## config.mk

```make
export PLATFORM = sky130hd
export DESIGN_NAME = tlx_exec
export DESIGN_NICKNAME = d
export VERILOG_FILES = /design/src/tlx_pkg.sv /design/src/tlx_exec.sv /design/src/tlx_decode.sv /design/src/tlx_xor_unit.sv
export SDC_FILE = /design/constraint.sdc
export NUM_CORES = 1
export LEC_CHECK = 0
export ABC_AREA = 1
export BUFFER_PORTS_ARGS = -buffer_cell sky130_fd_sc_hd__buf_2
export CAP_MARGIN = 40
export CORE_UTILIZATION = 30
export DETAILED_ROUTE_END_ITERATION = 8
export MAX_ROUTING_LAYER = met4
export PLACE_DENSITY = 0.54
export SETUP_SLACK_MARGIN = 0.5
export SLEW_MARGIN = 20
export SYNTH_ARGS = -nofsm -noshare
export SYNTH_HDL_FRONTEND = slang
export SYNTH_HIERARCHICAL = 1
export SYNTH_SLANG_ARGS = --single-unit
```

## constraint.sdc

```tcl
create_clock -name mclk -period 1.9 [get_ports mclk]
set_input_delay 0.38 -clock mclk [delete_from_list [all_inputs] [get_ports mclk]]
set_output_delay 0.38 -clock mclk [all_outputs]
set_load 0.02 [all_outputs]
```

## src/tlx_pkg.sv

```systemverilog
// Shared constants, decode fields and states for the table latch execution unit
package tlx_pkg;

  localparam int          DATA_W     = 8;
  localparam int          PTR_W      = 16;
  localparam int          REG_ADDR_W = 3;

  // Register map, one byte per address
  localparam logic [2:0]  ADDR_PTR_LO = 3'h0;
  localparam logic [2:0]  ADDR_PTR_HI = 3'h1;
  localparam logic [2:0]  ADDR_LAT_LO = 3'h2;
  localparam logic [2:0]  ADDR_LAT_HI = 3'h3;
  localparam logic [2:0]  ADDR_WORK   = 3'h4;
  localparam logic [2:0]  ADDR_STATUS = 3'h5;

  // Status register bit positions
  localparam int          STAT_ZERO_BIT  = 0;
  localparam int          STAT_BUSY_BIT  = 1;
  localparam int          STAT_ABORT_BIT = 2;

  // Reset values
  localparam logic [15:0] PTR_RST   = 16'h0000;
  localparam logic [15:0] LATCH_RST = 16'h0000;
  localparam logic [7:0]  WORK_RST  = 8'h00;

  // Opcode patterns, compared on the upper bits of the instruction word
  localparam logic [5:0]  OPC_PMEM_WRITE = 6'h2B;  // 1010 11ti
  localparam logic [5:0]  OPC_LATCH_RD   = 6'h28;  // 1010 00tx
  localparam logic [5:0]  OPC_LATCH_WR   = 6'h29;  // 1010 01tx
  localparam logic [7:0]  OPC_TEST_SKIP  = 8'h33;  // 0011 0011
  localparam logic [7:0]  OPC_XOR_LIT    = 8'hB4;  // 1011 0100
  localparam logic [6:0]  OPC_XOR_FILE   = 7'h06;  // 0000 110d

  // Field positions in the instruction word
  localparam int          T_BIT_POS = 9;
  localparam int          I_BIT_POS = 8;
  localparam int          D_BIT_POS = 8;

  typedef struct packed {
    logic       pmemWrite;
    logic       latchRead;
    logic       latchWrite;
    logic       testSkip;
    logic       xorLit;
    logic       xorFile;
    logic       tBit;
    logic       iBit;
    logic       dBit;
    logic [7:0] operand;
  } tlx_decode_s;

  // Gray coded along idle -> write -> long write
  typedef enum logic [1:0] {
    ST_IDLE  = 2'b00,
    ST_WRITE = 2'b01,
    ST_LONG  = 2'b11
  } tlx_state_e;

endpackage

```

## src/tlx_exec.sv

```systemverilog
// Execution unit: table latch moves, program memory write, test-skip and xor
//
// Overview of operation
// [RULE1] A program memory write loads file register f into the latch half chosen by t, then writes the full 16-bit latch at the pointer.
// [RULE2] On a program memory write, i high bumps the table pointer by one after the write and i low leaves it alone.
// [RULE3] A program memory write takes two cycles, or stays busy until the write is done when the target is on-chip memory.
// [RULE4] Latch byte read (1010 00tx) copies the low (t=0) or high (t=1) latch byte to f in one cycle, latch untouched.
// [RULE5] Latch byte write (1010 01tx) puts f in the low (t=0) or high (t=1) latch byte in one cycle, other byte and flags kept.
// [RULE6] Test-zero-skip (0011 0011) discards the fetched next instruction when f is zero, costing two cycles, flags kept.
// [RULE7] Literal xor (1011 0100) xors the working register with k, result to the working register, zero flag updated.
// [RULE8] File xor (0000 110d) xors the working register with f, result to the working register (d=0) or f (d=1), zero flag updated.
// [RULE9] The table latch is 16 bits made of separately addressable high and low bytes.
// [RULE10] An interrupt ends an on-chip program memory write early.
// [RULE11] The unused x bit of the latch byte read and write opcodes is ignored.
//
// The implementer's own choices: the address-and-strobe port and the register addresses.
module tlx_exec
  import tlx_pkg::*;
(
  input  wire logic              mclk,
  input  wire logic              rstn,
  // Instruction issue from the core; fileRdData is the value of f
  input  wire logic              instrValid,
  input  wire logic [15:0]       instrWord,
  input  wire logic [7:0]        fileRdData,
  output logic                   busy_q,
  output logic                   skipNext_q,
  // File register write-back
  output logic                   fileWrEn_q,
  output logic      [7:0]        fileWrAddr_q,
  output logic      [7:0]        fileWrData_q,
  // Working register and zero flag
  output logic      [7:0]        workReg_q,
  output logic                   zeroFlag_q,
  // Program memory write port
  input  wire logic              pmOnChip,
  input  wire logic              pmWriteDone,
  input  wire logic              irqPending,
  output logic                   pmWrEn_q,
  output logic      [15:0]       pmAddr_q,
  output logic      [15:0]       pmWrData_q,
  // Register port
  input  wire logic [2:0]        regAddr,
  input  wire logic [7:0]        regWrData,
  input  wire logic              regWr,
  input  wire logic              regRd,
  output logic      [7:0]        regRdData_q
);

  tlx_decode_s dec;
  tlx_state_e  state_q;
  tlx_state_e  state_d;
  logic [15:0] tablePointer_q;
  logic [15:0] tablePointer_d;
  logic [15:0] tableLatch_q;
  logic [15:0] tableLatch_d;
  logic [7:0]  workReg_d;
  logic        zeroFlag_d;
  logic        incrPtr_q;
  logic        aborted_q;
  logic [7:0]  xorOther;
  logic [7:0]  xorResult;
  logic        xorZero;
  logic        accept;
  logic        writeEnds;
  logic        writeAborts;
  logic        issueWrite;
  logic [7:0]  latchRdByte;
  logic [7:0]  statusByte;

  tlx_decode u_decode (
    .instrValid (instrValid),
    .instrWord  (instrWord),
    .dec        (dec)
  );

  assign xorOther = dec.xorLit ? dec.operand : fileRdData;

  tlx_xor_unit u_xor (
    .workIn  (workReg_q),
    .otherIn (xorOther),
    .result  (xorResult),
    .isZero  (xorZero)
  );

  // Issues arriving while a write is in flight are dropped; the core must honour busy
  assign accept = (state_q == ST_IDLE);

  // A taken program memory write starts the state machine, latch load and port together
  assign issueWrite = accept && dec.pmemWrite;

  // Byte handed to the file register by a latch read; t picks the half
  assign latchRdByte = dec.tBit ? tableLatch_q[15:8] : tableLatch_q[7:0];  // see [RULE4]

  // Off-chip writes finish after the second cycle; on-chip ones wait for done or interrupt
  always_comb begin
    writeEnds   = 1'b0;
    writeAborts = 1'b0;
    unique case (state_q)
      ST_IDLE:  writeEnds = 1'b0;
      ST_WRITE: writeEnds = !pmOnChip;                              // see [RULE3]
      ST_LONG: begin
        writeEnds   = pmWriteDone;                                  // see [RULE3]
        // Done beats a same-cycle interrupt, so such a write still counts as finished
        writeAborts = irqPending && !pmWriteDone;                   // see [RULE10]
      end
      default:  writeEnds = 1'b0;
    endcase
  end

  always_comb begin
    state_d = state_q;
    unique case (state_q)
      ST_IDLE:  if (issueWrite) state_d = ST_WRITE;
      ST_WRITE: state_d = pmOnChip ? ST_LONG : ST_IDLE;
      ST_LONG:  if (writeEnds || writeAborts) state_d = ST_IDLE;
      default:  state_d = ST_IDLE;
    endcase
  end

  always_ff @(posedge mclk or negedge rstn) begin
    if (!rstn) begin
      state_q <= ST_IDLE;
    end else begin
      state_q <= state_d;
    end
  end

  // Latch byte update: instruction load wins over a register port write
  always_comb begin
    tableLatch_d = tableLatch_q;
    if (regWr && regAddr == ADDR_LAT_LO) begin
      tableLatch_d[7:0] = regWrData;
    end
    if (regWr && regAddr == ADDR_LAT_HI) begin
      tableLatch_d[15:8] = regWrData;
    end
    if (accept && (dec.latchWrite || dec.pmemWrite)) begin          // see [RULE5] [RULE1]
      if (dec.tBit) begin
        tableLatch_d[15:8] = fileRdData;                            // see [RULE9]
      end else begin
        tableLatch_d[7:0] = fileRdData;                             // see [RULE9]
      end
    end
  end

  always_ff @(posedge mclk or negedge rstn) begin
    if (!rstn) begin
      tableLatch_q <= LATCH_RST;
    end else begin
      tableLatch_q <= tableLatch_d;
    end
  end

  // Pointer increments only when a write with i set really completed, never on an interrupted one
  always_comb begin
    tablePointer_d = tablePointer_q;
    if (regWr && regAddr == ADDR_PTR_LO) begin
      tablePointer_d[7:0] = regWrData;
    end
    if (regWr && regAddr == ADDR_PTR_HI) begin
      tablePointer_d[15:8] = regWrData;
    end
    if (writeEnds && incrPtr_q) begin
      tablePointer_d = tablePointer_q + 16'h0001;                   // see [RULE2]
    end
  end

  always_ff @(posedge mclk or negedge rstn) begin
    if (!rstn) begin
      tablePointer_q <= PTR_RST;
    end else begin
      tablePointer_q <= tablePointer_d;
    end
  end

  // The i bit is kept for the whole write, so a late done still knows whether to step
  always_ff @(posedge mclk or negedge rstn) begin
    if (!rstn) begin
      incrPtr_q <= 1'b0;
    end else if (issueWrite) begin
      incrPtr_q <= dec.iBit;                                        // see [RULE2]
    end
  end

  // Program memory port: address and data stand for the whole write
  always_ff @(posedge mclk or negedge rstn) begin
    if (!rstn) begin
      pmWrEn_q   <= 1'b0;
      pmAddr_q   <= PTR_RST;
      pmWrData_q <= LATCH_RST;
    end else if (issueWrite) begin
      pmWrEn_q   <= 1'b1;                                           // see [RULE1]
      pmAddr_q   <= tablePointer_q;
      pmWrData_q <= tableLatch_d;                                   // see [RULE1]
    end else if (writeEnds || writeAborts) begin
      pmWrEn_q   <= 1'b0;
    end
  end

  // Taken from the next state, so busy falls at the very edge a new issue can be taken
  always_ff @(posedge mclk or negedge rstn) begin
    if (!rstn) begin
      busy_q <= 1'b0;
    end else begin
      busy_q <= (state_d != ST_IDLE);                               // see [RULE3]
    end
  end

  // Sticky until the next program memory write starts
  always_ff @(posedge mclk or negedge rstn) begin
    if (!rstn) begin
      aborted_q <= 1'b0;
    end else if (writeAborts) begin
      aborted_q <= 1'b1;                                            // see [RULE10]
    end else if (issueWrite) begin
      aborted_q <= 1'b0;
    end
  end

  // Skip pulse tells the core to turn the fetched instruction into a no-op
  always_ff @(posedge mclk or negedge rstn) begin
    if (!rstn) begin
      skipNext_q <= 1'b0;
    end else begin
      skipNext_q <= accept && dec.testSkip && (fileRdData == 8'h00); // see [RULE6]
    end
  end

  // File register write-back
  always_ff @(posedge mclk or negedge rstn) begin
    if (!rstn) begin
      fileWrEn_q   <= 1'b0;
      fileWrAddr_q <= 8'h00;
      fileWrData_q <= 8'h00;
    end else begin
      fileWrEn_q   <= 1'b0;
      if (accept && dec.latchRead) begin
        fileWrEn_q   <= 1'b1;                                       // see [RULE4]
        fileWrAddr_q <= dec.operand;
        fileWrData_q <= latchRdByte;                                // see [RULE4]
      end else if (accept && dec.xorFile && dec.dBit) begin
        fileWrEn_q   <= 1'b1;                                       // see [RULE8]
        fileWrAddr_q <= dec.operand;
        fileWrData_q <= xorResult;
      end
    end
  end

  // Working register and zero flag; only the xor forms and a status register write touch the flag
  always_comb begin
    workReg_d  = workReg_q;
    zeroFlag_d = zeroFlag_q;
    if (regWr && regAddr == ADDR_WORK) begin
      workReg_d = regWrData;
    end
    if (regWr && regAddr == ADDR_STATUS) begin
      zeroFlag_d = regWrData[STAT_ZERO_BIT];
    end
    if (accept && dec.xorLit) begin
      workReg_d  = xorResult;                                       // see [RULE7]
      zeroFlag_d = xorZero;                                         // see [RULE7]
    end
    if (accept && dec.xorFile) begin
      if (!dec.dBit) begin
        workReg_d = xorResult;                                      // see [RULE8]
      end
      zeroFlag_d = xorZero;                                         // see [RULE8]
    end
  end

  always_ff @(posedge mclk or negedge rstn) begin
    if (!rstn) begin
      workReg_q  <= WORK_RST;
      zeroFlag_q <= 1'b0;
    end else begin
      workReg_q  <= workReg_d;
      zeroFlag_q <= zeroFlag_d;
    end
  end

  // Busy and aborted are read-only, so a status write reaches only the zero bit
  always_comb begin
    statusByte                 = 8'h00;
    statusByte[STAT_ZERO_BIT]  = zeroFlag_q;
    statusByte[STAT_BUSY_BIT]  = busy_q;
    statusByte[STAT_ABORT_BIT] = aborted_q;                         // see [RULE10]
  end

  // Register port read, data one cycle after the strobe; unmapped reads give zero
  always_ff @(posedge mclk or negedge rstn) begin
    if (!rstn) begin
      regRdData_q <= 8'h00;
    end else if (regRd) begin
      unique case (regAddr)
        ADDR_PTR_LO: regRdData_q <= tablePointer_q[7:0];
        ADDR_PTR_HI: regRdData_q <= tablePointer_q[15:8];
        ADDR_LAT_LO: regRdData_q <= tableLatch_q[7:0];
        ADDR_LAT_HI: regRdData_q <= tableLatch_q[15:8];
        ADDR_WORK:   regRdData_q <= workReg_q;
        ADDR_STATUS: regRdData_q <= statusByte;
        default:     regRdData_q <= 8'h00;
      endcase
    end else begin
      regRdData_q <= 8'h00;
    end
  end

endmodule

```

## src/tlx_decode.sv

```systemverilog
// Instruction word decoder for the table latch, test-skip and exclusive-OR group
module tlx_decode
  import tlx_pkg::*;
(
  input  wire logic        instrValid,
  input  wire logic [15:0] instrWord,
  output tlx_decode_s      dec
);

  always_comb begin
    dec            = '0;
    dec.operand    = instrWord[7:0];
    dec.tBit       = instrWord[T_BIT_POS];
    dec.iBit       = instrWord[I_BIT_POS];
    dec.dBit       = instrWord[D_BIT_POS];
    if (instrValid) begin
      dec.pmemWrite  = (instrWord[15:10] == OPC_PMEM_WRITE);
      // Bit 8 is a don't-care for both latch byte moves
      dec.latchRead  = (instrWord[15:10] == OPC_LATCH_RD);   // see [RULE11]
      dec.latchWrite = (instrWord[15:10] == OPC_LATCH_WR);   // see [RULE11]
      dec.testSkip   = (instrWord[15:8] == OPC_TEST_SKIP);
      dec.xorLit     = (instrWord[15:8] == OPC_XOR_LIT);
      dec.xorFile    = (instrWord[15:9] == OPC_XOR_FILE);
    end
  end

endmodule

```

## src/tlx_xor_unit.sv

```systemverilog
// Exclusive-OR datapath with zero detect, shared by both xor forms
module tlx_xor_unit
  import tlx_pkg::*;
(
  input  wire logic [7:0] workIn,
  input  wire logic [7:0] otherIn,
  output logic      [7:0] result,
  output logic            isZero
);

  always_comb begin
    result = workIn ^ otherIn;
    isZero = (result == 8'h00);
  end

endmodule

```

## Word-level counts from Yosys, hierarchy flattened

Index checks and enable logic that the tools add are counted.

- Register bits: 105
- Input port bits: 43
- Output and inout port bits: 69
- Word-level logic and storage cells: 99

- $add $sub $neg: 1
- Equal/unequal tests: 13
- Multiplexer cells: 36
- Bitwise operators: 1
- Reduce and logical (&&, ||, !) cells: 31

Operators with widths:

| cell | number |
|---|---|
| $mux 8 | 17 |
| $pmux 8 s6 | 1 |
| $mux 16 | 2 |
| $eq 6x6->1 const B | 3 |
| $add 16x1->16 const B | 1 |
| $logic_and 1x1->1 | 16 |
| $logic_not 8->1 | 2 |
| $reduce_bool 2->1 | 6 |
| $mux 1 | 10 |
| $eq 8x6->1 const B | 1 |
| $eq 8x8->1 const B | 1 |
| $xor 8x8->8 | 1 |
| $eq 7x3->1 const B | 1 |
| $eq 3x2->1 const B | 2 |
| $eq 3x3->1 const B | 2 |
| $mux 2 | 3 |
| $mux 6 | 1 |
| $pmux 2 s3 | 1 |
| $eq 3x1->1 const B | 1 |
| $logic_not 3->1 | 1 |
| $reduce_bool 3->1 | 1 |
| $eq 2x1->1 const B | 1 |
| $eq 2x2->1 const B | 1 |
| $logic_not 1->1 | 2 |
| 3 further kinds | 4 |

## Logic depth before layout (Yosys ltp)

Gate-level depths: netlist (run 1).

- Word-level depth: 7
- Depth in mapped cells: 15
- Mapped depth without buffers: 14

## Cells and area by module

Netlist (run 1), hierarchy kept.

Modules (own cells, without submodules):

| module | instances | cells each | area each (sq um) | seq. area each (sq um) |
|---|---|---|---|---|
| tlx_exec | 1 | 717 | 5446.5 | 2627.5 |
| tlx_decode | 1 | 45 | 212.7 | 0.0 |
| tlx_xor_unit | 1 | 43 | 186.4 | 0.0 |

## Worst setup path after synthesis (run 1)

Ideal clock, no wire load.

- Kind: input to register
- From: input instrWord[15]
- To: register zeroFlag_q
- Library setup time: 0.125 ns
- Arrival: 1.771 ns
- Required time: 1.775 ns
- Slack: 0.004 ns
- Cell stages on the path: 14
- Buffers on the path: 1
- Cells stage by stage: inv_1 nor2_1 nand2_1 nor2_1 clkbuf_1 nand2_1 o21ai_0 nor2_1 nor2_1 nor2_2 nand2_1 nor2_2 nand2_1 nand3_1

RTL lines:

| element | line | source |
|---|---|---|
| start: declaration | tlx_exec.sv:24 | `input wire logic [15:0] instrWord,` |
| end signal: assignment | tlx_exec.sv:278 | `zeroFlag_q <= zeroFlag_d;` |
| end: declaration | tlx_exec.sv:34 | `output logic zeroFlag_q,` |

==> results of run 1 <==
-- stage by stage --
| stage | area (um2) | hold WS [ns] | total power [mW] | setup WS (ns) | utilization |
|---|---|---|---|---|---|
| 2_1_floorplan | 5910 | 0.0844 | 4.51 | 0.254 | - |
| 3_3_place_gp | 6730 | 0.448 | 5.33 | 0.0865 | 0.356 |
| 3_5_place_dp | 6730 | 0.454 | 5.35 | 0.0507 | 0.356 |
| 4_1_cts | 7460 | 0.124 | 7.39 | 0.411 | 0.395 |
| 5_1_grt | 8790 | 0.125 | 8.39 | 0.287 | 0.465 |
| 6_report | 8790 | 0.0546 | 7.94 | 0.358 | 0.465 |
-- cells in the final DEF (no fill, tap or decap), types with 7 or more instances in the layout --
master and count:
a31oi_1 8, nand2_1 196, inv_2 7, buf_2 103
nand2_8 8, clkinvlp_4 7, and2_4 8, inv_1 52
nand4_1 9, nand2_4 25, nand3_2 26, o21ai_2 17
and2_1 8, buf_4 33, nand3_1 73, nand2_2 52
nand3_4 22, dfrtp_1 89, nor2_2 12, o21ai_1 26
buf_6 11, nor2_4 16, o21ai_0 11, clkbuf_16 19
nor2_1 57, dfrtp_2 16, buf_12 10
-- logic make-up after synthesis --
group	count (synthesis)	synth area share
adders and majority gates	1	0.00214
AOI/OAI and AO/OA	75	0.0700
buffers and inverters	107	0.0882
and+or+nand+nor	514	0.386
DFF	105	0.449
xor gates and xnor gates	3	0.00450
-- metal layers --
metal  vias to the layer above  part of all wire
met5                         -                 0
met4                         0             0.036
met3                        49             0.077
met2                       279              0.45
met1                      2843              0.44
li1                       2897                 -
-- layout make-up --
class,count,area share
diodes,1,0.000285
repair buffers,174,0.167
repair inverters,3,0.00299
clock inverters,7,0.00612
multi-input cells,595,0.422
flip-flops and latches,105,0.301
well taps,260,0.0370
clock buffers,9,0.0256
inverters,71,0.0379
-- power by group --
group / internal [mW] / switching (mW) / total [mW] / leakage, nW
sequential: 2.75 / 0.535 / 3.29 / 1.36
clock: 0.905 / 0.930 / 1.83 / 0.134
combinational: 1.12 / 1.69 / 2.82 / 2.86
-- sequential cells by signal, summed over array words and instances (netlist names), 2 cells and up --
register,count
regRdData_q,8
pmWrData_q,16
pmAddr_q,16
fileWrData_q,8
workReg_q,8
tableLatch_q,16
tablePointer_q,16
state_q,2
fileWrAddr_q,8
-- timing repair --
action,in CTS,in global routing
gates resized for setup,79,250
setup buffers,12,16
endpoints found under the setup margin,97,99
pin swaps,31,68
cloned,8,11
-- worst max-delay path: cells and delay by family --
| kind | cells | cell delay (ns) |
|---|---|---|
| AND/OR/NAND/NOR | 10 | 0.99 |
| buffers and inverters | 3 | 0.43 |
| AO/OA/AOI/OAI | 1 | 0.05 |
-- worst max-delay path by stage --
stage,from,end,slack (ns),cells past startpoint
3_3_place_gp,instrWord[12],zeroFlag_q,0.09,15
5_1_grt,instrWord[14],zeroFlag_q,0.29,15
4_1_cts,state_q[1],pmAddr_q[0],0.41,8
6_report,instrWord[11],zeroFlag_q,0.36,14
3_5_place_dp,instrWord[12],fileWrData_q[2],0.05,12
2_1_floorplan,instrWord[12],zeroFlag_q,0.25,14
==> results_dict.tcl, run 1 <==
set metrics [dict create \
    ios 112 \
    ys_ff_latch 105 \
    synth_edf_count 0 \
    avgRoutedWirePerCell_um 17.6 \
    rsz0062_at_grt "yes" \
    htreeDepth 3 \
    fmax_mhz 649 \
    vias 6068 \
    use_met1 0.291 \
    fin_skew_ns 0.0110 \
    cp_slowest_cell "nor2_4" \
    reg2reg_to "tableLatch_q[11]" \
    period_share 0.811 \
    clock_latency_ns 0.37 \
    grt_start_max_net_pins 106 \
    die_y_um 142 \
    finalHoldViolations 0 \
    clk_pin_slew_ns 0.07 \
    root_buffer "clkbuf_16" \
    drt_iter0_markers 700 \
    hpwl_mm 13.9 \
    cp.arrival_ns 1.84 \
    start_util 0.309 \
    period_needed_ns 1.54 \
    design.core.area_mm2 0.0189 \
    finalSetupViolCount 0 \
    end_kind "flop" \
    async_reset_ff_frac 1.00 \
    drc 0 \
    synthTopCellsByCount "nand2_1, nand3_1, dfrtp_1, nor2_1, inv_1" \
    grt_pass1_wl_mm 30.6 \
    drive_gt1_frac 0.433 \
    overflow 0 \
    ir_worst_vdd_uv 448 \
    final_nets 1003 \
    fillers 1879 \
    synthFlopType "dfrtp_1" \
    gr-usage-all-layers 0.211 \
    syn_area_per_cell_um2 7.26 \
    synthesis.instances 805 \
    grt_busiest_layer "met2" \
    postRouteWirelength_mm 21.6 \
    synth_fp_nets 849 \
    ant_nets 0 \
    yosysTopAreaCell "dfrtp_1" \
    grt_pass1_vias 5382 \
    tns_ns 0 \
    maxSlewViolCount 0 \
    grtUsageMet2 0.300 \
    fp.dieW_um 142 \
    grt_use_met3 0.0445 \
    synth.cell_area_mm2 0.00585 \
    cp.required_ns 2.20 \
    crit_type "in2reg" \
    critical_path.max_stage_delay_ns 0.21 \
    cts_buffers 9 \
    cts_tree "done" \
    p_leak_nw 4.35 \
    outcome "completed" \
    crit_top_cell "nand2_1" \
    fin_cells 1225 \
    max_cap_violations 0 \
    seq_area_mm2 0.00265 \
    yosys_warnings 6 \
    synth_top_area_frac 0.449 \
    tightest_slew_ns 0.628 \
    avgViaCountPerCell 4.95 \
    cts_hold_buf 0 \
    slew-limit-headroom 0.582 \
    clkSinkCount 105 \
    io_buffers 111 \
    r2r_setup_slack_ns 0.38 \
    ys_types 32 \
    syn2layout_area_growth_pct 50.4 \
    multi_input_area_mm2 0.00371 \
    dieArea_mm2 0.0200 \
    rows 50 \
    antenna_found_initial 1 \
    r2r_start "state_q[0]" \
    seq_area_frac_synth 0.449 \
    path_cells "buf_4 > nor2_4 > nand2_2 > nor2_4 > clkbuf_16 > buf_6 > o21ai_4 > nand2_1 > nand2_2 > nor2_1 > nand2_1 > nor2_2 > nand2_1 > nand3_1" \
    pwr_density_cell_mw_per_mm2 903 \
    clock_path_buffers 2 \
    placed_cells 1161 \
    reg2reg_depth 7 \
    start_kind "input port" \
    critPathMaxFanout 8 \
    synth_most_common_cell "nand2_1" \
    drt_first_pass_iters 6 \
    synth.area.top_cells "dfrtp_1, nand2_1, nand3_1" \
    gp_congestion 0.873 \
    hp-class "in2async" \
]
(Power assumes the default switching activity.)
==> inputs of run 2 (changes only) <==
Settings changed: PLACE_DENSITY 0.54 to 0.55.
Clock period 1.9 ns to 1.3 ns, I/O delays scaled along.
==> run 2 against run 1 <==
The flow now finishes with violations (hold timing, setup timing). Sequential share of layout area is 1.2 points lower. Highest routed layer unchanged. Count of clock-buffer cells in the layout up 1. Combinational power grew 76%. Register-to-register slack lost 0.51 ns. Largest power group is now combinational cells.
==> results_dict.tcl, run 2 (same netlist as run 1, synthesis figures left out) <==
set metrics [dict create \
    syn2layout_area_growth_pct 56.1 \
    p_leak_nw 4.50 \
    period_needed_ns 1.43 \
    hp-class "in2async" \
    cts_buffers 9 \
    vias 6081 \
    grt_start_max_net_pins 35 \
    clock_latency_ns 0.36 \
    switching_share 0.372 \
    failed_checks "hold timing, setup timing" \
    critical_path.max_stage_delay_ns 0.42 \
    pwr_density_cell_mw_per_mm2 1360 \
    design.core.area_mm2 0.0189 \
    p_seq_frac 0.383 \
    mostFrequentLayoutCells "nand2_1, dfrtp_1, buf_6" \
    fin_skew_ns 0.0133 \
    ios 112 \
    end_kind "flop" \
    layout_setup_ws_ns -0.131 \
    crit_top_cell "nand3_1" \
    grt_pass1_wl_mm 30.8 \
    hpwl_mm 14.6 \
    maxSlewViolCount 0 \
    start_util 0.309 \
    cp_slowest_cell "dfrtp_1" \
    hold_slack_ns -0.220 \
    fin_cells 1279 \
    rows 50 \
    final_common_cell "nand2_1" \
    postRouteWirelength_mm 20.4 \
    max_cap_violations 0 \
    outcome "finished, violations left" \
    avgViaCountPerCell 4.75 \
    pwr-share-comb 0.398 \
    antenna_found_initial 0 \
    fp.dieW_um 142 \
    drc 0 \
    dieArea_mm2 0.0200 \
    clk_pin_slew_ns 0.07 \
    path_cells "nor2_4 > buf_12 > nand2_1 > nand2_4 > buf_4 > inv_1 > nand3_1 > nand3_1" \
    cp.arrival_ns 1.67 \
    n_antenna_cell 0 \
    finalHoldViolations 15 \
    fmax_mhz 699 \
    dp_slack_ns -0.464 \
    clock_path_buffers 2 \
    cts_tree "done" \
    rsz0062_at_grt "yes" \
    drt_iter0_markers 444 \
    grt_pass1_vias 5623 \
    slew-limit-headroom 0.721 \
    placed_cells 1209 \
    overflow 0 \
    die_y_um 142 \
    period_share 1.10 \
    ant_nets 0 \
    drive_gt1_frac 0.427 \
    gp_congestion 0.878 \
    cp.required_ns 1.54 \
    htreeDepth 3 \
    final_nets 1058 \
    drt_first_pass_iters 5 \
    avgRoutedWirePerCell_um 16.0 \
    switching_power_mw 4.64 \
    internal-power_mw 7.81 \
    ir_worst_vdd_uv 684 \
    clkSinkCount 105 \
    start_kind "flop" \
    tightest_slew_ns 0.418 \
    tns_ns -5.03 \
    critPathMaxFanout 9 \
    io_buffers 111 \
    pwr-share-clk 0.220 \
    crit_type "reg2reg" \
    gr-usage-all-layers 0.208 \
    root_buffer "clkbuf_16" \
    finalSetupViolCount 87 \
]
-- run 2: critical path, delay by kind of cell, from the launching register on --
kind / cells / cell delay [ns]
flops: 1 / 0.42
simple gates: 5 / 0.54
buf+inv: 3 / 0.35
-- run 2: repair_timing --
item,CTS,global route
buffers inserted,7,35
gates cloned,5,7
endpoints found under the setup margin,174,174
resized for setup,84,207
pin swaps,12,31
hold endpoints to repair,15,15
-- run 2: final cells by class --
type                    instances  area (um2)
multi-input cells             596        3350
fillers                      1882        9770
well taps                     260         325
inverters                      71         339
repair inverters                3        22.5
clock inverters                 6        50.0
flip-flops and latches        105        2640
clock buffers                  10         239
repair buffers                228        2160
-- run 2: layer usage --
metal  global-route usage  share of wire  routed length (um)
met1                0.288           0.47                9510
met2                0.311           0.46                9370
met3               0.0283          0.055                1120
met4               0.0702          0.020                 411
met5                    -              0                   0
-- run 2: worst paths after layout --
kind / from / end / slack [ns] / cells past startpoint
min in group mclk: instrWord[6] / fileWrAddr_q[6] / 0.13 / 3
max in group asynchronous: rstn / tablePointer_q[2] / 1.02 / 2
worst max-delay path: state_q[1] / zeroFlag_q / -0.13 / 8
worst min-delay path: rstn / fileWrAddr_q[7] / -0.22 / 1
worst min register to register: aborted_q / aborted_q / 0.48 / 2
worst max register to register: state_q[1] / zeroFlag_q / -0.13 / 8
-- run 2: power by group through the flow --
stage          Combinational (mW)  Sequential, mW  Clock (mW)
2_1_floorplan                1.69            5.07           0
3_3_place_gp                 3.61            4.70           0
3_5_place_dp                 3.65            4.69           0
4_1_cts                      4.02            4.66        2.79
5_1_grt                      5.37            4.85        2.89
6_report                     4.95            4.76        2.74
-- run 2: through the flow --
step,util,instance area (um2),total power [mW]
finish,0.483,9130,12.4
global route,0.483,9130,13.1
CTS,0.426,8050,11.5
detailed placement,0.392,7410,8.35
global placement,0.392,7410,8.30
floorplan,-,6220,6.76
==> inputs of run 3 (changes only) <==
Settings changed: GPL_TIMING_DRIVEN set to 0.
==> run 3 against run 2 <==
The run still ends with hold timing, setup timing left. Clock skew shrank 0.0036 ns. Clock power grew 16%. Core utilization increased by 6.1 points. Register-to-register slack worse by 0.08 ns. Count of clock-buffer cells in the layout is 1 lower. First-iteration DRC count decreased by 7.4%. Critical endpoint is now tableLatch_q[8].
==> results_dict.tcl, run 3 (same netlist as run 1, synthesis figures left out) <==
set metrics [dict create \
    outcome "finished, violations left" \
    failed_checks "hold timing, setup timing" \
    hp-class "in2async" \
    layout_setup_ws_ns -0.210 \
    fmax_mhz 662 \
    gr-usage-all-layers 0.225 \
    critical_path.max_stage_delay_ns 0.41 \
    fin_skew_ns 0.00972 \
    utilization 0.544 \
    root_buffer "clkbuf_16" \
    finalSetupViolCount 96 \
    slew-limit-headroom 0.601 \
    placed_cells 1168 \
    overflow 0 \
    cts_tree "done" \
    clock_path_buffers 2 \
    tns_ns -14.55 \
    pwr_density_cell_mw_per_mm2 1340 \
    grt_start_max_net_pins 62 \
    place_area_mm2 0.00709 \
    syn2layout_area_growth_pct 75.8 \
    hpwl_mm 14.2 \
    vias 6312 \
    ios 112 \
    critPathMaxFanout 8 \
    p_leak_nw 4.97 \
    path_cells "nor2_4 > buf_6 > buf_6 > nand3_4 > clkinv_8 > nand2_2 > and2_4" \
    tightest_slew_ns 0.598 \
    cp.arrival_ns 1.77 \
    cp.required_ns 1.56 \
    end_kind "flop" \
    final_common_cell "nand2_1" \
    cp_slowest_cell "dfrtp_1" \
    rows 50 \
    fp.dieW_um 142 \
    period_share 1.16 \
    crit_type "reg2reg" \
    ant_nets 0 \
    period_needed_ns 1.51 \
    start_util 0.309 \
    finalPower_mw 13.8 \
    crit_family "simple AND/OR/NAND/NOR gates" \
    drt_first_pass_iters 5 \
    drc 0 \
    grt_pass1_wl_mm 33.3 \
    die_y_um 142 \
    start_kind "flop" \
    clkSinkCount 105 \
    fin_cells 1301 \
    cp_num_buf_inv 3 \
    postRouteWirelength_mm 22.0 \
    dp_slack_ns -0.712 \
    drive_gt1_frac 0.566 \
    mostFrequentLayoutCells "nand2_1, buf_6, dfrtp_1" \
    n_antenna_cell 0 \
    clock_latency_ns 0.37 \
    r2r_setup_slack_ns -0.21 \
    final_cell_area_mm2 0.0103 \
    final_nets 1080 \
    crit_top_cell "buf_6" \
    hold_slack_ns -0.141 \
    design.core.area_mm2 0.0189 \
    max_cap_violations 0 \
    dieArea_mm2 0.0200 \
    grt_pass1_vias 6044 \
    avgViaCountPerCell 4.85 \
    gp_congestion 0.866 \
    drt_iter0_markers 411 \
    clk_pin_slew_ns 0.07 \
    cts_buffers 9 \
    fillers 1704 \
    finalHoldViolations 60 \
    rsz0062_at_grt "yes" \
    io_buffers 102 \
    avgRoutedWirePerCell_um 16.9 \
    maxSlewViolCount 0 \
    ir_worst_vdd_uv 619 \
    antenna_found_initial 0 \
    htreeDepth 3 \
]
==> run 3: per-layer routing <==
layer,share of wire,GRT usage
met5,0,-
met4,0.025,0.0798
met2,0.49,0.354
met1,0.44,0.296
met3,0.044,0.0307
==> run 3: report_power, final <==
part	total [mW]	leakage (nW)	internal, mW	switching (mW)
clock network	3.19	0.166	1.88	1.31
logic	5.70	3.44	2.82	2.88
registers	4.87	1.36	4.02	0.850
total	13.8	4.97	8.73	5.04
==> run 3: layout make-up <==
cell class | instances | area (um2) | share of cell area
Buffer | 36 | 405 | 0.0394
Inverter | 71 | 363 | 0.0353
Timing Repair Buffer | 216 | 2200 | 0.214
Sequential cell | 105 | 2640 | 0.257
Clock inverter | 7 | 116 | 0.0113
Tap cell | 260 | 325 | 0.0317
Clock buffer | 9 | 225 | 0.0219
Multi-Input combinational cell | 597 | 4000 | 0.389
==> run 3: what timing repair did <==
| item | CTS | global route |
|---|---|---|
| setup endpoints to repair | 174 | 174 |
| gates resized for setup | 336 | 176 |
| buffers inserted | 67 | 31 |
| gates cloned | 14 | 5 |
| pin swaps | 47 | 51 |
| endpoints found under the hold margin | 60 | 60 |
==> run 3: path summary, 6_finish.rpt <==
path                                     from                  to  cells after the start
worst max register to register     state_q[1]     tableLatch_q[8]                      7
worst max-delay path               state_q[1]     tableLatch_q[8]                      7
min in group mclk                instrWord[5]     fileWrAddr_q[5]                      3
worst min register to register  pmWrData_q[7]       pmWrData_q[7]                      2
worst min-delay path                     rstn     fileWrAddr_q[7]                      1
max in group asynchronous                rstn  tablePointer_q[11]                      2
